--- config.mk ---
export PLATFORM = sky130hd
export DESIGN_NAME = clock_generator
export DESIGN_NICKNAME = d
export VERILOG_FILES = /design/src/verilog/clkgen_pkg.sv /design/src/verilog/glitch_free_switch.sv /design/src/verilog/clock_generator.sv
export SDC_FILE = /design/constraint.sdc
export NUM_CORES = 1
export LEC_CHECK = 0
export BUFFER_PORTS_ARGS = -buffer_cell sky130_fd_sc_hd__buf_4
export CORE_UTILIZATION = 31
export DETAILED_ROUTE_END_ITERATION = 10
export SLEW_MARGIN = 20
export SYNTH_ARGS = -nofsm -noshare
export SYNTH_HDL_FRONTEND = slang
export SYNTH_HIERARCHICAL = 1
export SYNTH_SLANG_ARGS = --single-unit
--- constraint.sdc ---
create_clock -name REF_CLK -period 1.95 [get_ports REF_CLK]
set_clock_uncertainty 0.05 [all_clocks]
set_input_delay 0.2925 -clock REF_CLK [delete_from_list [all_inputs] [get_ports REF_CLK]]
set_output_delay 0.2925 -clock REF_CLK [all_outputs]
set_load 0.02 [all_outputs]
--- src/verilog/clkgen_pkg.sv ---
/*
  Shared constants and carrier types of the multi-mode clock generator:
  register offsets, field positions, reset values, source codes, modes.
  Assumes a byte-wide register port with a 4-bit word address.
*/
package clkgen_pkg;

    // ========================================================================
    // register offsets
    localparam logic [3:0] CLK_SEL_ADDR   = 4'h0;
    localparam logic [3:0] OSC_CTRL_ADDR  = 4'h1;
    localparam logic [3:0] LOOP_CTRL_ADDR = 4'h2;
    localparam logic [3:0] STATUS_ADDR    = 4'h3;

    // ========================================================================
    // field positions
    localparam int CS_SRC_HI   = 7;
    localparam int CS_SRC_LO   = 6;
    localparam int CS_REFERENCE_DIVIDER_HI  = 5;
    localparam int CS_REFERENCE_DIVIDER_LO  = 3;
    localparam int CS_IREF     = 2;
    localparam int OC_OUTPUT_BUS_DIVIDER_HI  = 7;
    localparam int OC_OUTPUT_BUS_DIVIDER_LO  = 6;
    localparam int OC_RANGE    = 5;
    localparam int OC_HGO      = 4;
    localparam int OC_LP       = 3;
    localparam int OC_EXT_REF_TYPE    = 2;
    localparam int OC_EREN     = 1;
    localparam int LC_LOOP_SELECT     = 6;
    localparam int LC_PLL_MULTIPLIER_HI  = 3;
    localparam int LC_PLL_MULTIPLIER_LO  = 0;
    localparam int ST_LOCK     = 6;
    localparam int ST_LOOP_SELECT_STATUS    = 5;
    localparam int ST_IREFST   = 4;
    localparam int ST_OUTPUT_SOURCE_STATUS_HI = 3;
    localparam int ST_OUTPUT_SOURCE_STATUS_LO = 2;
    localparam int ST_CRYSTAL_READY  = 1;

    // ========================================================================
    // reset values and codes
    localparam logic [7:0] CLK_SEL_RST   = 8'h04;
    localparam logic [7:0] OSC_CTRL_RST  = 8'h40;
    localparam logic [7:0] LOOP_CTRL_RST = 8'h00;
    localparam logic [7:0] STATUS_RST    = 8'h10;
    localparam logic [1:0] SEL_LOOP      = 2'h0;
    localparam logic [1:0] SEL_INT       = 2'h1;
    localparam logic [1:0] SEL_EXT       = 2'h2;
    localparam logic [1:0] ST_FLL        = 2'h0;
    localparam logic [1:0] ST_INT        = 2'h1;
    localparam logic [1:0] ST_EXT        = 2'h2;
    localparam logic [1:0] ST_PLL        = 2'h3;
    localparam logic [1:0] OUTPUT_BUS_DIVIDER_ONE      = 2'h0;

    typedef enum logic [2:0] {
        FLL_ENGAGED_INTERNAL,
        FLL_ENGAGED_EXTERNAL,
        FLL_BYPASSED_INTERNAL,
        FLL_BYPASSED_EXTERNAL,
        PLL_ENGAGED_EXTERNAL,
        PLL_BYPASSED_EXTERNAL,
        LOW_POWER_INTERNAL_BYPASS,
        LOW_POWER_EXTERNAL_BYPASS
    } mode_e;

    // controls toward the analog oscillator, loops and clock muxes
    typedef struct packed {
        logic       range_high;
        logic       high_gain;
        logic       crystal;
        logic       ext_enable;
        logic       fll_enable;
        logic       pll_enable;
        logic [2:0] ref_div;
        logic [3:0] pll_mult;
        logic       ref_internal;
        logic       loop_pll;
        logic [1:0] out_src;
    } osc_ctrl_s;

    localparam osc_ctrl_s CTRL_RST = '{range_high: 1'b0, high_gain: 1'b0, crystal: 1'b0,
                                       ext_enable: 1'b0, fll_enable: 1'b1, pll_enable: 1'b0,
                                       ref_div: 3'h0, pll_mult: 4'h0, ref_internal: 1'b1,
                                       loop_pll: 1'b0, out_src: 2'h0};

endpackage

--- src/verilog/glitch_free_switch.sv ---
/*
  Model of one glitch-free clock multiplexer: the current selection follows
  the requested one only after the request has stood for SETTLE cycles.
  Assumes the request comes from logic on the same clock.
*/
`timescale 1ns/1ps
module glitch_free_switch #(
    parameter int               WIDTH     = 2,
    parameter int               SETTLE    = 4,
    parameter logic [WIDTH-1:0] RESET_SEL = '0
) (
    input  wire logic             clk,
    input  wire logic             rst_n,
    input  wire logic [WIDTH-1:0] req,
    output logic      [WIDTH-1:0] cur
);

    localparam int            CW        = $clog2(SETTLE + 1);
    localparam logic [CW-1:0] SETTLE_M1 = CW'(SETTLE - 1);

    typedef struct packed {
        logic [WIDTH-1:0] cur;
        logic [WIDTH-1:0] pend;
        logic [CW-1:0]    cnt;
    } sw_state_s;

    localparam sw_state_s SW_RST = '{cur: RESET_SEL, pend: RESET_SEL, cnt: '0};

    sw_state_s s_ff;
    sw_state_s nxt_s;

    // ========================================================================
    // settle counter: a new request restarts the wait
    always_comb
    begin
        nxt_s = s_ff;
        if (req != s_ff.pend)
        begin
            nxt_s.pend = req;
            nxt_s.cnt  = '0;
        end
        else if (s_ff.pend != s_ff.cur)
        begin
            if (s_ff.cnt == SETTLE_M1)
            begin
                nxt_s.cur = s_ff.pend;
                nxt_s.cnt = '0;
            end
            else
            begin
                nxt_s.cnt = s_ff.cnt + CW'(1);
            end
        end
    end

    always_ff @(posedge clk or negedge rst_n)
    begin
        if (!rst_n)
            s_ff <= SW_RST;
        else
            s_ff <= nxt_s;
    end

    assign cur = s_ff.cur;

    // ========================================================================
    // checks
    switch_settled_a: assert property (
        @(posedge clk) disable iff (!rst_n)
        (s_ff.cur != $past(s_ff.cur)) |-> (s_ff.cur == $past(s_ff.pend)) &&
                                         ($past(s_ff.cnt) == SETTLE_M1))
        else $error("mux selection changed before settling");

endmodule

--- src/verilog/clock_generator.sv ---
/*
  Control and status logic of the multi-mode clock generator: three control
  registers, a status register, reference/loop/output clock mux sequencing,
  lock tracking, and the output and bus clock enables.
  Assumes analog oscillator, FLL and PLL outside; OSC_STABLE is asynchronous.
*/
// Chosen here: the placing of the registers and strobed register access.
// What this block does
// - output divider bits 7:6, zero means undivided
// - oscillator bit 5 selects high range
// - oscillator bit 4 sets high gain
// - oscillator bit 2 selects crystal reference
// - oscillator bit 1 keeps external reference on
// - crystal ready flag in status bit 1
// - select bits 7:6 pick output source
// - status bits 3:2 show actual source
// - select bits 5:3 set reference divider
// - select bit 2 picks loop reference
// - status bit 4 shows internal reference active
// - loop bit 6 picks PLL over FLL
// - loop bits 3:0 set PLL multiplier
// - status bit 5 shows PLL feeding loop
// - status bit 6 shows loop lock
// - low-power bypass disables loops, defers settings
// - leaving external low power picks bypass mode
// - FLL keeps running in FLL bypassed modes unless PLL is the selected loop
// - bus clock is output clock halved
// - low power from internal bypass enters low-power
// - reset enters FLL engaged internal, divide-by-two
`timescale 1ns/1ps
module clock_generator #(
    parameter int LOCK_CYCLES   = 1000,
    parameter int SWITCH_CYCLES = 4
) (
    input  wire logic                REF_CLK,
    input  wire logic                RSTN,
    input  wire logic [3:0]          ADDR,
    input  wire logic [7:0]          WDATA,
    input  wire logic                WR,
    input  wire logic                RD,
    input  wire logic                OSC_STABLE,
    output logic      [7:0]          RDATA,
    output clkgen_pkg::osc_ctrl_s    OSC_CTRL,
    output clkgen_pkg::mode_e        MODE,
    output logic                     GEN_CLK_EN,
    output logic                     BUS_CLK_EN
);

    localparam int               CNT_W   = $clog2(LOCK_CYCLES);
    localparam logic [CNT_W-1:0] LOCK_M1 = CNT_W'(LOCK_CYCLES - 1);

    typedef struct packed {
        logic [7:0]            cs;
        logic [7:0]            oc;
        logic [7:0]            lc;
        logic [7:0]            rdata;
        logic [7:0]            status;
        logic [2:0]            sync;
        logic                  xtal_stable;
        logic [2:0]            eff_reference_divider;
        logic [3:0]            eff_pll_multiplier;
        logic                  eff_loop_select;
        logic [8:0]            cfg_seen;
        logic [CNT_W-1:0]      lock_cnt;
        logic                  locked;
        logic [2:0]            gen_cnt;
        logic                  gen_tick;
        logic                  bus_phase;
        logic                  bus_tick;
        clkgen_pkg::mode_e     mode;
        clkgen_pkg::osc_ctrl_s ctrl;
    } gen_state_s;

    localparam gen_state_s GEN_RST = '{
        cs:          clkgen_pkg::CLK_SEL_RST,
        oc:          clkgen_pkg::OSC_CTRL_RST,
        lc:          clkgen_pkg::LOOP_CTRL_RST,
        rdata:       8'h00,
        status:      clkgen_pkg::STATUS_RST,
        sync:        3'h0,
        xtal_stable: 1'b0,
        eff_reference_divider:    clkgen_pkg::CLK_SEL_RST[clkgen_pkg::CS_REFERENCE_DIVIDER_HI:clkgen_pkg::CS_REFERENCE_DIVIDER_LO],
        eff_pll_multiplier:    clkgen_pkg::LOOP_CTRL_RST[clkgen_pkg::LC_PLL_MULTIPLIER_HI:clkgen_pkg::LC_PLL_MULTIPLIER_LO],
        eff_loop_select:    clkgen_pkg::LOOP_CTRL_RST[clkgen_pkg::LC_LOOP_SELECT],
        cfg_seen:    9'h000,
        lock_cnt:    '0,
        locked:      1'b0,
        gen_cnt:     3'h0,
        gen_tick:    1'b0,
        bus_phase:   1'b0,
        bus_tick:    1'b0,
        mode:        clkgen_pkg::FLL_ENGAGED_INTERNAL,
        ctrl:        clkgen_pkg::CTRL_RST
    };

    gen_state_s s_ff;
    gen_state_s nxt_s;

    logic [1:0] src_sel;
    logic       lp_now;
    logic       loops_on;
    logic       ref_cur;
    logic       loop_cur;
    logic [1:0] out_cur;
    logic [1:0] out_req;
    logic       ext_active;
    logic       crystal_ready;
    logic [8:0] cfg_now;

    // ========================================================================
    // helpers

    // last count of the output divider for a divider code
    function automatic logic [2:0] div_last(input logic [1:0] code);
        logic [3:0] span;
        span     = 4'h1 << code;
        div_last = 3'(span - 4'h1);
    endfunction

    // ========================================================================
    // mode decode from the control registers

    // low power is honoured only while a bypass source is selected
    assign src_sel  = s_ff.cs[clkgen_pkg::CS_SRC_HI:clkgen_pkg::CS_SRC_LO];
    assign lp_now   = s_ff.oc[clkgen_pkg::OC_LP] && (src_sel != clkgen_pkg::SEL_LOOP);
    assign loops_on = !lp_now;
    // output mux request: loop output, internal or external reference
    assign out_req = (src_sel == clkgen_pkg::SEL_LOOP) ?
                     (loop_cur ? clkgen_pkg::ST_PLL : clkgen_pkg::ST_FLL) :
                     ((src_sel == clkgen_pkg::SEL_EXT) ? clkgen_pkg::ST_EXT :
                      clkgen_pkg::ST_INT);
    // external reference runs when enabled or when anything uses it
    assign ext_active = s_ff.oc[clkgen_pkg::OC_EREN] || !ref_cur ||
                        (out_cur == clkgen_pkg::ST_EXT) ||
                        (src_sel == clkgen_pkg::SEL_EXT);
    // crystal ready only once the filtered startup indication is seen
    assign crystal_ready = s_ff.oc[clkgen_pkg::OC_EXT_REF_TYPE] && ext_active &&
                           s_ff.xtal_stable;
    // anything that makes the active loop lose lock
    assign cfg_now = {ref_cur, loop_cur, s_ff.eff_reference_divider, s_ff.eff_pll_multiplier};

    // ========================================================================
    // clock multiplexers

    // loop reference mux, internal after reset
    glitch_free_switch #(
        .WIDTH     (1),
        .SETTLE    (SWITCH_CYCLES),
        .RESET_SEL (1'b1)
    ) ref_mux (
        .clk   (REF_CLK),
        .rst_n (RSTN),
        .req   (s_ff.cs[clkgen_pkg::CS_IREF]),
        .cur   (ref_cur)
    );

    // loop output mux, follows the effective loop select
    glitch_free_switch #(
        .WIDTH     (1),
        .SETTLE    (SWITCH_CYCLES),
        .RESET_SEL (1'b0)
    ) loop_mux (
        .clk   (REF_CLK),
        .rst_n (RSTN),
        .req   (s_ff.eff_loop_select),
        .cur   (loop_cur)
    );

    // output clock mux
    glitch_free_switch #(
        .WIDTH     (2),
        .SETTLE    (SWITCH_CYCLES),
        .RESET_SEL (clkgen_pkg::ST_FLL)
    ) out_mux (
        .clk   (REF_CLK),
        .rst_n (RSTN),
        .req   (out_req),
        .cur   (out_cur)
    );

    // ========================================================================
    // next state
    always_comb
    begin
        nxt_s = s_ff;
        // register writes
        if (WR)
        begin
            case (ADDR)
                clkgen_pkg::CLK_SEL_ADDR:   nxt_s.cs = WDATA;
                clkgen_pkg::OSC_CTRL_ADDR:  nxt_s.oc = WDATA;
                clkgen_pkg::LOOP_CTRL_ADDR: nxt_s.lc = WDATA;
                default:                    nxt_s.cs = s_ff.cs;
            endcase
        end
        // read data stands only in the cycle after the strobe
        nxt_s.rdata = 8'h00;
        if (RD)
        begin
            case (ADDR)
                clkgen_pkg::CLK_SEL_ADDR:   nxt_s.rdata = s_ff.cs;
                clkgen_pkg::OSC_CTRL_ADDR:  nxt_s.rdata = s_ff.oc;
                clkgen_pkg::LOOP_CTRL_ADDR: nxt_s.rdata = s_ff.lc;
                clkgen_pkg::STATUS_ADDR:    nxt_s.rdata = s_ff.status;
                default:                    nxt_s.rdata = 8'h00;
            endcase
        end
        // startup indication: three stages, taken when the last two agree
        nxt_s.sync = {s_ff.sync[1:0], OSC_STABLE};
        if (s_ff.sync[1] == s_ff.sync[2])
            nxt_s.xtal_stable = s_ff.sync[2];
        // loop settings reach the loops only outside low power
        if (loops_on)
        begin
            nxt_s.eff_reference_divider = s_ff.cs[clkgen_pkg::CS_REFERENCE_DIVIDER_HI:clkgen_pkg::CS_REFERENCE_DIVIDER_LO];
            nxt_s.eff_pll_multiplier = s_ff.lc[clkgen_pkg::LC_PLL_MULTIPLIER_HI:clkgen_pkg::LC_PLL_MULTIPLIER_LO];
            nxt_s.eff_loop_select = s_ff.lc[clkgen_pkg::LC_LOOP_SELECT];
        end
        // lock: restart in low power or on any change of reference, loop select, divider or multiplier
        nxt_s.cfg_seen = cfg_now;
        if (!loops_on || (cfg_now != s_ff.cfg_seen))
        begin
            nxt_s.lock_cnt = '0;
            nxt_s.locked   = 1'b0;
        end
        else if (s_ff.lock_cnt == LOCK_M1)
        begin
            nxt_s.locked = 1'b1;
        end
        else
        begin
            nxt_s.lock_cnt = s_ff.lock_cnt + CNT_W'(1);
        end
        // generator output clock enable from the output divider
        nxt_s.gen_tick = 1'b0;
        if (s_ff.gen_cnt >= div_last(s_ff.oc[clkgen_pkg::OC_OUTPUT_BUS_DIVIDER_HI:clkgen_pkg::OC_OUTPUT_BUS_DIVIDER_LO]))
        begin
            nxt_s.gen_cnt  = 3'h0;
            nxt_s.gen_tick = 1'b1;
        end
        else
        begin
            nxt_s.gen_cnt = s_ff.gen_cnt + 3'h1;
        end
        // bus clock enable on every second generator tick
        nxt_s.bus_tick = nxt_s.gen_tick && s_ff.bus_phase;
        if (nxt_s.gen_tick)
            nxt_s.bus_phase = !s_ff.bus_phase;
        // mode from what the muxes really select
        case (out_cur)
            clkgen_pkg::ST_FLL:
                nxt_s.mode = ref_cur ? clkgen_pkg::FLL_ENGAGED_INTERNAL :
                             clkgen_pkg::FLL_ENGAGED_EXTERNAL;
            clkgen_pkg::ST_PLL:
                nxt_s.mode = clkgen_pkg::PLL_ENGAGED_EXTERNAL;
            clkgen_pkg::ST_INT:
                nxt_s.mode = lp_now ? clkgen_pkg::LOW_POWER_INTERNAL_BYPASS :
                             clkgen_pkg::FLL_BYPASSED_INTERNAL;
            default:
                nxt_s.mode = lp_now ? clkgen_pkg::LOW_POWER_EXTERNAL_BYPASS :
                             (loop_cur ? clkgen_pkg::PLL_BYPASSED_EXTERNAL :
                              clkgen_pkg::FLL_BYPASSED_EXTERNAL);
        endcase
        // controls toward oscillator, loops and muxes
        nxt_s.ctrl.range_high   = s_ff.oc[clkgen_pkg::OC_RANGE];
        nxt_s.ctrl.high_gain    = s_ff.oc[clkgen_pkg::OC_HGO];
        nxt_s.ctrl.crystal      = s_ff.oc[clkgen_pkg::OC_EXT_REF_TYPE];
        nxt_s.ctrl.ext_enable   = ext_active;
        nxt_s.ctrl.fll_enable   = loops_on && !loop_cur;
        nxt_s.ctrl.pll_enable   = loops_on && (loop_cur || s_ff.eff_loop_select);
        nxt_s.ctrl.ref_div      = s_ff.eff_reference_divider;
        nxt_s.ctrl.pll_mult     = s_ff.eff_pll_multiplier;
        nxt_s.ctrl.ref_internal = ref_cur;
        nxt_s.ctrl.loop_pll     = loop_cur;
        nxt_s.ctrl.out_src      = out_cur;
        // status shows completed switches only
        nxt_s.status                              = 8'h00;
        nxt_s.status[clkgen_pkg::ST_LOCK]         = s_ff.locked && loops_on;
        nxt_s.status[clkgen_pkg::ST_LOOP_SELECT_STATUS]        = loop_cur;
        nxt_s.status[clkgen_pkg::ST_IREFST]       = ref_cur;
        nxt_s.status[clkgen_pkg::ST_OUTPUT_SOURCE_STATUS_HI:clkgen_pkg::ST_OUTPUT_SOURCE_STATUS_LO] = out_cur;
        nxt_s.status[clkgen_pkg::ST_CRYSTAL_READY]      = crystal_ready;
    end

    // state register, reset state is fll engaged internal, divide-by-two
    always_ff @(posedge REF_CLK or negedge RSTN)
    begin
        if (!RSTN)
            s_ff <= GEN_RST;
        else
            s_ff <= nxt_s;
    end

    // ========================================================================
    // outputs
    assign RDATA      = s_ff.rdata;
    assign OSC_CTRL   = s_ff.ctrl;
    assign MODE       = s_ff.mode;
    assign GEN_CLK_EN = s_ff.gen_tick;
    assign BUS_CLK_EN = s_ff.bus_tick;

    // ========================================================================
    // checks
    undivided_out_a: assert property (
        @(posedge REF_CLK) disable iff (!RSTN)
        (s_ff.oc[clkgen_pkg::OC_OUTPUT_BUS_DIVIDER_HI:clkgen_pkg::OC_OUTPUT_BUS_DIVIDER_LO] == clkgen_pkg::OUTPUT_BUS_DIVIDER_ONE) &&
        ($past(s_ff.oc[clkgen_pkg::OC_OUTPUT_BUS_DIVIDER_HI:clkgen_pkg::OC_OUTPUT_BUS_DIVIDER_LO]) == clkgen_pkg::OUTPUT_BUS_DIVIDER_ONE)
        |=> GEN_CLK_EN)
        else $error("undivided output clock missed a cycle");
    osc_pins_a: assert property (
        @(posedge REF_CLK) disable iff (!RSTN)
        $past(WR) && ($past(ADDR) == clkgen_pkg::OSC_CTRL_ADDR) |=>
        (OSC_CTRL.range_high == $past(WDATA[clkgen_pkg::OC_RANGE], 2)) &&
        (OSC_CTRL.high_gain == $past(WDATA[clkgen_pkg::OC_HGO], 2)) &&
        (OSC_CTRL.crystal == $past(WDATA[clkgen_pkg::OC_EXT_REF_TYPE], 2)))
        else $error("oscillator controls do not follow the write");
    ext_ref_kept_a: assert property (
        @(posedge REF_CLK) disable iff (!RSTN)
        s_ff.status[clkgen_pkg::ST_CRYSTAL_READY] |-> OSC_CTRL.ext_enable && OSC_CTRL.crystal)
        else $error("crystal ready without a running crystal");
    source_status_a: assert property (
        @(posedge REF_CLK) disable iff (!RSTN)
        ##1 (s_ff.status[clkgen_pkg::ST_OUTPUT_SOURCE_STATUS_HI:clkgen_pkg::ST_OUTPUT_SOURCE_STATUS_LO] == $past(out_cur)) &&
        (s_ff.status[clkgen_pkg::ST_IREFST] == $past(ref_cur)) &&
        (s_ff.status[clkgen_pkg::ST_LOOP_SELECT_STATUS] == $past(loop_cur)))
        else $error("status differs from mux selection");
    lp_hold_a: assert property (
        @(posedge REF_CLK) disable iff (!RSTN)
        lp_now && $past(lp_now) |-> $stable(s_ff.eff_reference_divider) && $stable(s_ff.eff_pll_multiplier) &&
        $stable(s_ff.eff_loop_select) && !OSC_CTRL.fll_enable && !OSC_CTRL.pll_enable)
        else $error("loop settings moved in low power");
    lock_count_a: assert property (
        @(posedge REF_CLK) disable iff (!RSTN)
        $rose(s_ff.status[clkgen_pkg::ST_LOCK]) |-> ($past(s_ff.lock_cnt, 2) == LOCK_M1))
        else $error("lock reported before the lock time");
    lp_clears_lock_a: assert property (
        @(posedge REF_CLK) disable iff (!RSTN)
        !loops_on |=> !s_ff.status[clkgen_pkg::ST_LOCK])
        else $error("lock shown while loops are off");
    fll_bypass_on_a: assert property (
        @(posedge REF_CLK) disable iff (!RSTN)
        (MODE == clkgen_pkg::FLL_BYPASSED_EXTERNAL) || (MODE == clkgen_pkg::FLL_BYPASSED_INTERNAL)
        |-> OSC_CTRL.fll_enable || OSC_CTRL.loop_pll)
        else $error("fll stopped in a bypassed mode");
    lp_exit_a: assert property (
        @(posedge REF_CLK) disable iff (!RSTN)
        (MODE == clkgen_pkg::LOW_POWER_EXTERNAL_BYPASS) && !lp_now &&
        (out_cur == clkgen_pkg::ST_EXT) |=>
        (MODE == ($past(loop_cur) ? clkgen_pkg::PLL_BYPASSED_EXTERNAL :
                  clkgen_pkg::FLL_BYPASSED_EXTERNAL)))
        else $error("wrong bypass mode after low power exit");
    lp_enter_a: assert property (
        @(posedge REF_CLK) disable iff (!RSTN)
        (MODE == clkgen_pkg::FLL_BYPASSED_INTERNAL) && lp_now &&
        (out_cur == clkgen_pkg::ST_INT) |=> (MODE == clkgen_pkg::LOW_POWER_INTERNAL_BYPASS))
        else $error("low power internal bypass not entered");
    bus_half_a: assert property (
        @(posedge REF_CLK) disable iff (!RSTN)
        BUS_CLK_EN |-> GEN_CLK_EN ##1 !BUS_CLK_EN ##[0:7] (GEN_CLK_EN && !BUS_CLK_EN))
        else $error("bus clock not half the output clock");

endmodule

**Yosys cells after proc, flatten, opt, wreduce, memory -nomap -nowiden**

Cells that the tools add are included.

- Register bits after elaboration: 113
- Word-level logic and storage cells: 123
- Input bits: 17

- Multiplexer cells: 24
- Add/sub/neg operators: 6
- Reduce and logical (&&, ||, !) cells: 30
- Bitwise logic cells: 3
- Magnitude comparators: 1
- Shift operators: 1
- Equality and inequality tests: 20

Operators with widths:

| kind | count |
|---|---|
| $mux W3 | 13 |
| $pmux W8 S4 | 1 |
| $add A3 B1 Y3 const B | 4 |
| $mux W11 | 1 |
| $add A10 B1 Y10 const B | 1 |
| $eq A10 B10 Y1 const B | 1 |
| $mux W10 | 1 |
| $reduce_bool A2 Y1 | 5 |
| $eq A3 B2 Y1 const B | 3 |
| $ne A9 B9 Y1 | 1 |
| $pmux W3 S3 | 1 |
| $reduce_and A3 Y1 | 3 |
| $eq A4 B2 Y1 const B | 2 |
| $mux W8 | 1 |
| $logic_and A1 B1 Y1 | 7 |
| $eq A2 B2 Y1 const B | 3 |
| $mux W2 | 3 |
| $reduce_and A2 Y1 | 3 |
| $logic_or A1 B1 Y1 | 5 |
| $eq A4 B1 Y1 const B | 1 |
| $logic_not A1 Y1 | 4 |
| $logic_not A2 Y1 | 2 |
| $logic_not A4 Y1 | 1 |
| $ne A1 B1 Y1 | 4 |
| 9 further kinds | 14 |

**Logic depth before layout (Yosys ltp)**

Gate-level depths: netlist of the first run.

- Word-level depth: 6
- Depth in mapped cells: 6
- Mapped depth without buffers: 6

**By module**

Netlist of the first run, hierarchy kept.

Modules (own cells, without submodules):

| module | cells an instance | sequential area each (µm²) | times used | area each (µm²) |
|---|---|---|---|---|
| clock_generator | 285 | 2107.0 | 1 | 3578.4 |
| glitch_free_switch at out_mux | 30 | 175.2 | 1 | 336.6 |
| glitch_free_switch at ref_mux | 31 | 127.6 | 1 | 309.0 |
| glitch_free_switch at loop_mux | 31 | 125.1 | 1 | 306.5 |

**Worst setup path after synthesis of the first run**

Ideal clock, no wire load.

- Kind: register -> register
- Start point: register s_ff[89] (netlist bit)
- End point: register s_ff, in the netlist BUS_CLK_EN
- Arrival time: 1577 ps
- Path buffers: 0
- Clock period less this slack: 1746 ps
- Setup time: 119 ps
- Setup slack: 204 ps
- Stages on the path, launching flop included: 7
- Path through: dfrtp_1 or2_2 ha_1 nand2b_1 a21o_1 a21o_1 and2_1

RTL lines:

| item | line | RTL |
|---|---|---|
| start, declared | clock_generator.sv:96 | `gen_state_s s_ff;` |
| start signal, assigned | clock_generator.sv:291 | `s_ff <= nxt_s;` |

==> run summary, run 1 <==
The clock latency on the worst-skew pair was 0.35 ns; the number of nets produced by synthesis was 402. Synthesis handed over a netlist of 377 instances. After global routing the overflow that remains totals 0. The chip height works out to 122.9 um. After synthesis, flip-flops and latches occupy 55.95% of the total area.

The maximum clock path buffer count was 2. sky130_fd_sc_hd__dfrtp_1 takes more of the synthesized area than any other cell. For the pin with the worst max-slew slack, the measured transition is 0.4864 ns. Fill cells in the final layout number 1351. The post-synthesis sequential element count is 101, and the number of maximum-capacitance constraint violations is 0.

met2 is the most crowded layer. The final-report hold violation count was 0. Counting cells, the worst reg-to-reg path comes to 6. After synthesis, the most frequently instantiated cells are 95 x sky130_fd_sc_hd__dfrtp_1, 38 x sky130_fd_sc_hd__nand2_1, 30 x sky130_fd_sc_hd__buf_4, 30 x sky130_fd_sc_hd__nor2_1, 26 x sky130_fd_sc_hd__mux2_2.

The clock transition at the register clock pins on the worst setup and hold paths after CTS was 0.07 ns. The startpoint identified for the worst hold timing path is WDATA[0]. The fraction of final layout cells with drive strength greater than 1 was 31.63%. In this run the critical register-to-register path is launched from s_ff[89]$_DFFE_PN0P_. Relative to the synthesized area, the layout overhead comes to 14.91%. For this design the ratio of total power to cell area is 1328 nW/um^2. The share of flip-flops with an asynchronous set or reset after synthesis was 100.0%.

Dividing the detail-routed via count by the number of cells gives 4.584. The post-placement setup slack is 0.1219 ns, and the site row count is 43. Across all layers, the routed design uses 2709 vias. The tools report the full die area as 15100 um^2. Routability-driven placement finished with a final weighted congestion of 0.7366. Entering global routing, the biggest net connects 40 pins. Traced cell by cell, the critical path runs through or2_2 -> ha_1 -> nand2b_1 -> a21o_1 -> a21o_1 -> and2_1. Initial core utilization: 32.26%. The average wire per standard cell works out to 14.34 um. Each instance of the synthesized netlist takes up on average 12.02 um^2. Yosys attributes the largest share of cell area to sky130_fd_sc_hd__dfrtp_1 52%, sky130_fd_sc_hd__mux2_2 6.5%, sky130_fd_sc_hd__buf_4 5.0%. IR analysis of the VDD net gives a maximum drop of 498.0 uV.

On the critical path, the stage with the largest delay is an instance of sky130_fd_sc_hd__dfrtp_1. The tools report the critical path endpoint category as a register. The flow ran to the end, and the final reports show no timing, DRC or antenna violations. In this run the tool buffered the top-level ports with 46 buffer cells. The overall fraction of global-route tracks in use was 12.63%; the DRC violation total after the first TritonRoute iteration was 137.

The most common cell in the synthesized netlist is sky130_fd_sc_hd__dfrtp_1. The H-tree depth reported by CTS is 3, and the wire length of the first global-routing pass is 14210 um. For the worst setup path, the data arrival time is 2.01 ns. Cell count of the worst hold path: 2.

TritonCTS built the clock tree. For hold timing, the worst endpoint is s_ff[74]$_DFFE_PN0P_. In this run the worst path has a maximum fanout of 6. The tools report the number of global-route vias before repair as 2780. Synthesis instantiated 48 different standard cells from the library. The number of clock sinks came out at 101. The worst setup path is launched from a register. Final antenna diode count: 0. The total routed wirelength came out at 8475 um. The logs give 67.58% for the worst slew margin relative to its limit and 15.09% for the met1 track demand over resource. The internal reg-to-reg setup slack is 0.12 ns. Counting flops with a built-in enable in the synthesized netlist gives 0.

The run gives 2 as the hold buffer count at cts. The critical path is of the register to register type. Post-route minimum period: 1.828 ns. Final number of max-transition violations: 0. For this run, the top clock speed supported by timing is 547.2 MHz. In the finished design, the share of the clock period the worst path needs comes to 93.72%. Area of the core: 14040 um^2.

After legalization and detailed placement, the total HPWL measured 6254 um. For this run, the share of the core covered by cells in the final layout is 37.08%. The required arrival time at the worst endpoint was 2.13 ns; the count of buffers added by post-CTS timing repair for setup was 0. The synthesized design devotes to its leading area cell type 52.47% of total area.

Post-CTS repair changed the size of 0 cells. The run gives 0 ns as the summed negative setup slack over all endpoints. By instance count, the cell type seen most on the critical path is sky130_fd_sc_hd__a21o_1. The final worst slack is 0.1225 ns. The detailed-route DRC error count was 0; the met3 usage in global routing was 4.244%. In this run the static leakage power is 0.002427 uW. The root buffer selected by CTS was sky130_fd_sc_hd__clkbuf_16. Clock tree synthesis inserted a total of 9 buffers. The initial antenna violation count was 0. On the worst path, the slowest cell contributes a delay of 0.41 ns. The horizontal extent of the die works out to 122.9 um. The logs give 4531 um^2 for the combined area of all synthesized cells and 47 for the number of top-level pins. The type of the tightest min-delay check is input port to register. Among all flip-flop cells after synthesis, the most frequent one is sky130_fd_sc_hd__dfrtp_1. Number of nets with antenna violations after routing: 0. The tools report the total number of yosys warnings as 6. In the global route stage, met2 resource usage came out at 21.14%. The first TritonRoute pass finished after 4 iterations. The tools report the worst reg2reg path endpoint as BUS_CLK_EN$_DFF_PN0_.

Setup repair after global routing left no endpoint under its margin. For this run, the post-layout net count is 431. The tools report the final number of setup-violating endpoints as 0.
cell usage in the layout (no fill, tap or decap), types with 5 or more instances in the layout:
| cell type | n |
|---|---|
| sky130_fd_sc_hd__nand4_1 | 5 |
| sky130_fd_sc_hd__xnor2_1 | 11 |
| sky130_fd_sc_hd__ha_1 | 8 |
| sky130_fd_sc_hd__o21ai_0 | 5 |
| sky130_fd_sc_hd__and2_1 | 6 |
| sky130_fd_sc_hd__buf_4 | 57 |
| sky130_fd_sc_hd__mux4_2 | 6 |
| sky130_fd_sc_hd__clkbuf_16 | 9 |
| sky130_fd_sc_hd__nand2_1 | 38 |
| sky130_fd_sc_hd__mux2_2 | 26 |
| sky130_fd_sc_hd__inv_1 | 10 |
| sky130_fd_sc_hd__nor2_1 | 30 |
| sky130_fd_sc_hd__dfrtp_1 | 95 |
| sky130_fd_sc_hd__xor2_1 | 11 |
| sky130_fd_sc_hd__a21oi_1 | 13 |
| sky130_fd_sc_hd__dfstp_2 | 6 |
| sky130_fd_sc_hd__and3_1 | 8 |
kinds of logic after synthesis:
kind of cell | share of synthesized area, %
buf+inv | 7.512
fa+ha+maj | 2.430
xor+xnor | 4.253
flops | 55.95
mux | 10.11
compound gates | 6.103
simple gates | 13.64
through the flow:
step                hold slack [ns]  cell area (um^2)  total power, uW  instances
floorplan                  -0.05309              4531             4788        377
global placement             0.2335              4901             5225        573
detailed placement           0.2397              4901             5295        573
CTS                          0.1284              5206             7023        591
global route                 0.1297              5206             7405        591
finish                       0.1397              5206             6912        591
worst max-delay path, delay by kind of cell, from the launching register on:
kind / cells / cell delay [ns]
AO/OA/AOI/OAI: 2 / 0.40
AND/OR/NAND/NOR: 3 / 0.60
adder cells (fa/ha/maj): 1 / 0.26
flip-flops: 1 / 0.41
metal layers:
| metal | part of all wire [%] | vias up |
|---|---|---|
| li1 | - | 1305 |
| met3 | 4.2 | 11 |
| met2 | 49 | 41 |
| met4 | 1.7 | 0 |
| met1 | 45 | 1352 |
| met5 | 0 | - |
layout make-up:
| type | instances | area, um^2 | share of cell area [%] |
|---|---|---|---|
| inverter | 10 | 37.54 | 0.7210 |
| clock buffer | 10 | 239.0 | 4.590 |
| clock inverter | 6 | 46.29 | 0.8892 |
| multi-input combinational | 224 | 1655 | 31.80 |
| timing repair buffer | 60 | 467.9 | 8.988 |
| tap | 180 | 225.2 | 4.326 |
| sequential | 101 | 2535 | 48.69 |
sequential cells by signal, summed over array words and instances (netlist names):
name / count
loop_mux/cur: 1
ref_mux/s_ff: 4
cfg_now: 7
nxt_s: 5
out_mux/s_ff: 5
BUS_CLK_EN: 1
ref_mux/cur: 1
loop_mux/s_ff: 4
s_ff: 47
RDATA: 8
out_mux/cur: 2
OSC_CTRL: 12
MODE: 3
GEN_CLK_EN: 1
how the worst max path moves through the flow:
| stage | cells past startpoint | slack [ns] | from | end |
|---|---|---|---|---|
| after floorplan | 6 | 0.20 | s_ff[89]$_DFFE_PN0P_ | BUS_CLK_EN$_DFF_PN0_ |
| after global placement | 6 | 0.15 | s_ff[89]$_DFFE_PN0P_ | BUS_CLK_EN$_DFF_PN0_ |
| after detailed placement | 6 | 0.12 | s_ff[89]$_DFFE_PN0P_ | BUS_CLK_EN$_DFF_PN0_ |
| after CTS | 6 | 0.11 | s_ff[89]$_DFFE_PN0P_ | BUS_CLK_EN$_DFF_PN0_ |
| after global routing | 6 | 0.03 | s_ff[89]$_DFFE_PN0P_ | BUS_CLK_EN$_DFF_PN0_ |
| final | 6 | 0.12 | s_ff[89]$_DFFE_PN0P_ | BUS_CLK_EN$_DFF_PN0_ |
power breakdown:
group / switching, uW / leakage, uW / internal (uW)
combinational: 1100 / 0.00101 / 1010
sequential: 459 / 0.00127 / 2660
clock: 773 / 0.000141 / 910
Note: power is estimated with default switching activity, not from simulation.
==> inputs of run 2 (changes only) <==
--- a/config.mk
+++ b/config.mk
@@ -8,8 +8,8 @@
 export BUFFER_PORTS_ARGS = -buffer_cell sky130_fd_sc_hd__buf_4
 export CORE_UTILIZATION = 31
 export DETAILED_ROUTE_END_ITERATION = 10
+export GPL_TIMING_DRIVEN = 0
 export SLEW_MARGIN = 20
 export SYNTH_ARGS = -nofsm -noshare
 export SYNTH_HDL_FRONTEND = slang
-export SYNTH_HIERARCHICAL = 1
 export SYNTH_SLANG_ARGS = --single-unit
==> run summary, run 2 <==
The run finished with clean final reports. For the area of the core, the log shows 13990 um^2 (-0.38%). The path class of the tightest hold or removal check is input port to async pin. The run gives 0.002525 uW (+4.0%) as the leakage power. The total power divided by cell area is 1312 nW/um^2 (-1.2%), and the final number of max-transition violations is 0 (unchanged). For this run, the leading register cell type out of synthesis is sky130_fd_sc_hd__dfrtp_1. The power share of the clock group was 22.8% (-1.6 points); the total overflow reported by the global router was 0 (unchanged). The reported net switching power was 2303 uW (-1.1%); the met1 track demand over resource was 15.43% (+0.34 points).

The tools report the count of cell types in the netlist as 46 (-4.2%). The longest individual stage delay on the worst path works out to 0.43 ns (+0.02 ns). Setup repair after global routing left no endpoint under its margin. The number of top-level pins is 47 (unchanged). The clock latency on the worst-skew pair is 0.35 ns (about the same). The maximum fanout along the worst path came out at 6 (unchanged). The post-route minimum period works out to 1.867 ns (+0.03902 ns).

The fraction of final layout cells with drive strength greater than 1 is 31.01% (-0.62 points), and the site row count is 43 (unchanged). The most numerous cell type found on the critical path is sky130_fd_sc_hd__a21o_1. The highest achievable clock rate was 535.7 MHz (-2.1%). The clock transition at the register clock pins on the worst setup and hold paths after CTS was 0.06 ns (about the same); the worst slew margin relative to its limit was 41.43% (-26 points). The number of global-route vias before repair is 2800 (+0.72%).

By area the synthesized netlist is led by sky130_fd_sc_hd__dfrtp_1 53%, sky130_fd_sc_hd__mux2_2 6.1%, sky130_fd_sc_hd__buf_4 4.9%. By count the netlist is led by 95 x sky130_fd_sc_hd__dfrtp_1, 43 x sky130_fd_sc_hd__nand2_1, 34 x sky130_fd_sc_hd__nor2_1, 29 x sky130_fd_sc_hd__buf_4, 24 x sky130_fd_sc_hd__mux2_2. The root buffer selected by CTS is sky130_fd_sc_hd__clkbuf_16. TritonCTS built the clock tree. The peak supply drop came out at 538.4 uV (+8.1%). The internal power consumption was 4658 uW (+1.6%); the met3 usage in global routing was 2.809% (-1.4 points).

Relative to the synthesized area, the layout overhead comes to 18.80%. The final antenna diode count was 0 (unchanged). H-tree depth reported by CTS: 3 (unchanged). met2 is the most crowded layer. The run gives 102 (+160%) as the pin count of the biggest net entering global routing. The combined area of all synthesized cells was 4467 um^2 (-1.4%).

The detailed-route vias per instance works out to 4.509 (-1.6%). The overall fraction of global-route tracks in use was 12.33% (-0.29 points). Among cell families on the critical path, the largest total delay comes from simple AND/OR/NAND/NOR gates. On the critical path, the stage with the largest delay is an instance of sky130_fd_sc_hd__dfrtp_2. The number of nets with antenna violations after routing is 0 (unchanged).

For the first-pass iteration count of the detailed router, the log shows 5 (+1). The logs give 2 (unchanged) for the maximum clock path buffer count and 31.93% (-0.33 points) for the initial core utilization. The full die area is 14890 um^2 (-1.4%). Traced cell by cell, the critical path runs through or2_2 -> ha_1 -> nand2b_1 -> a21o_1 -> a21o_1 -> and2_1. The wire length of the first global-routing pass is 13900 um (-2.2%). The fraction of power spent switching nets is 33.08% (-0.59 points).

Number of flip-flops in the largest register: 47 (unchanged). The setup path with the least slack is of type register to register. Portion of total power attributed to sequential cells: 44.3% (-0.9 points). The worst setup path is launched from a register. For the number of instances in the synthesized netlist, the log shows 384 (+1.9%).

The initial antenna violation count was 0 (unchanged); the quantity of I/O buffers inserted on ports was 46 (unchanged). The register with the highest flop count is s_ff. The final number of setup-violating endpoints is 0 (unchanged), and the chip height is 122.0 um (-0.70%). STA classifies the critical path endpoint as a register. The synthesized area per cell came out at 11.63 um^2 (-3.2%).

Share of the cycle needed by the critical path after routing: 95.72% (+2.0 points). The weighted congestion at the end of routability-driven global placement was 0.7339 (-0.37%). The tools report the combined area of the multi-input logic cells as 1613 um^2 (-2.6%). The most common cell in the synthesized netlist is sky130_fd_sc_hd__dfrtp_1.

The fraction of synthesized cell area taken by the top area cell type is 53.22% (+0.75 points), and the post-synthesis sequential element count is 101 (unchanged). The arrival time at the worst endpoint is 2.05 ns (+0.04 ns). Number of clock sinks: 101 (unchanged). The summed negative setup slack over all endpoints is 0 ns (unchanged).

The library cell with the largest summed area after synthesis was sky130_fd_sc_hd__dfrtp_1. The run gives 1366 (+1.1%) as the fill cell total of the finished layout. The tools report the final worst slack as 0.08344 ns (-0.03902 ns).

In the layout the commonest cells are 94 x sky130_fd_sc_hd__dfrtp_1, 74 x sky130_fd_sc_hd__buf_4, 43 x sky130_fd_sc_hd__nand2_1, 34 x sky130_fd_sc_hd__nor2_1, 24 x sky130_fd_sc_hd__mux2_2. The run gives 0 (-6) as the total number of yosys warnings. The horizontal extent of the die was 122.0 um (-0.70%); the DRC violation total after the first TritonRoute iteration was 192 (+40%).

The slew at the pin closest to its max-slew limit is 0.8786 ns (+0.3922 ns), and the combinational fraction of design power is 32.9% (+2.4 points). For the number of maximum-capacitance constraint violations, the log shows 0 (unchanged). The library cell used most frequently in the layout, excluding fill and tap cells, is sky130_fd_sc_hd__dfrtp_1.

The vias after detailed routing was 2818 (+4.0%). The logs give 2.13 ns (about the same) for the required arrival time at the worst endpoint and 0.04907 ns (-0.07282 ns) for the post-placement setup slack. The sum of net half-perimeters after detailed placement is 5989 um (-4.2%). The share of flip-flops with an asynchronous set or reset after synthesis is 100.0% (unchanged), and the number of enable flip-flop cells after synthesis is 0 (unchanged). The final-report hold violation count is 0 (unchanged), and the total CTS buffers is 9 (unchanged). The run gives 2536 um^2 (about the same) as the sequential cell area in the final layout. The buffers plus inverters on the worst setup path was 0 (unchanged). The run gives 0 (unchanged) as the count of buffers added by post-CTS timing repair for setup. For the detailed-route DRC error count, the log shows 0 (unchanged). The number of nets produced by synthesis is 409 (+1.7%), and the number of nets in the layout is 466 (+8.1%). The total routed wirelength is 8257 um (-2.6%). Average wire per standard cell: 13.21 um (-7.9%).

For the global routing usage on met2, the log shows 20.13% (-1.0 points). The tools report the part of the Yosys area used for sequential elements as 56.75% (+0.80 points).
## run 2: layout make-up
type	count	area share [%]
well taps	180	4.244
clock inverters	4	0.4952
inverters	11	0.7781
repair buffers	47	6.767
multi-input cells	231	30.39
clock buffers	11	4.386
plain buffers	40	5.140
flip-flops and latches	101	47.80
## run 2: routing by layer
layer  routed length (um)  share of wire, %
met5                    0                 0
met3                  268               3.2
met1                 3637                44
met2                 4200                51
met4                  150               1.8
## run 2: kinds of logic after synthesis
family,Yosys count,synth area share (%)
buf+inv,52,7.143
mux,37,10.76
xor+xnor,21,4.118
compound gates,44,6.190
fa+ha+maj,9,2.465
flops,101,56.75
simple gates,120,12.58
## run 2: final timing paths
| check | startpoint | to | slack [ns] | cells past startpoint |
|---|---|---|---|---|
| setup / recovery | s_ff[89]$_DFFE_PN0P_ | BUS_CLK_EN$_DFF_PN0_ | 0.08 | 6 |
| hold / removal | RSTN | s_ff[35]$_DFFE_PN0P_ | 0.005 | 1 |
| setup reg to reg | s_ff[89]$_DFFE_PN0P_ | BUS_CLK_EN$_DFF_PN0_ | 0.08 | 6 |
| hold reg to reg | nxt_s[56]$_DFF_PN0_ | nxt_s[57]$_DFF_PN0_ | 0.30 | 0 |
| max in group asynchronous | RSTN | s_ff[89]$_DFFE_PN0P_ | 1.23 | 1 |
| min in group REF_CLK | WDATA[7] | s_ff[97]$_DFFE_PN0P_ | 0.13 | 3 |
## run 2: power groups by stage
stage	Combinational, uW	Clock (uW)	Sequential (uW)
global route	2550	1720	3180
finish	2290	1590	3080
CTS	2360	1640	3060
global placement	2300	0	3080
floorplan	1680	0	3000
detailed placement	2350	0	3100
## run 2: what timing repair did
item	CTS	global route
hold endpoints to repair	1	0
resized for setup	0	1
endpoints found under the setup margin	0	8
hold buffers	1	0
## run 2: stage by stage
stage / area, um^2 / cells / total power [uW] / hold slack (ns) / util (%)
finish: 5306 / 625 / 6961 / 0.004961 / 37.93
global route: 5306 / 625 / 7444 / 0.07504 / 37.93
CTS: 5310 / 626 / 7069 / 0.04566 / 37.96
detailed placement: 5041 / 610 / 5454 / 0.2862 / 36.04
global placement: 5037 / 610 / 5379 / 0.2818 / 36.01
floorplan: 4467 / 384 / 4679 / -0.05309 / -
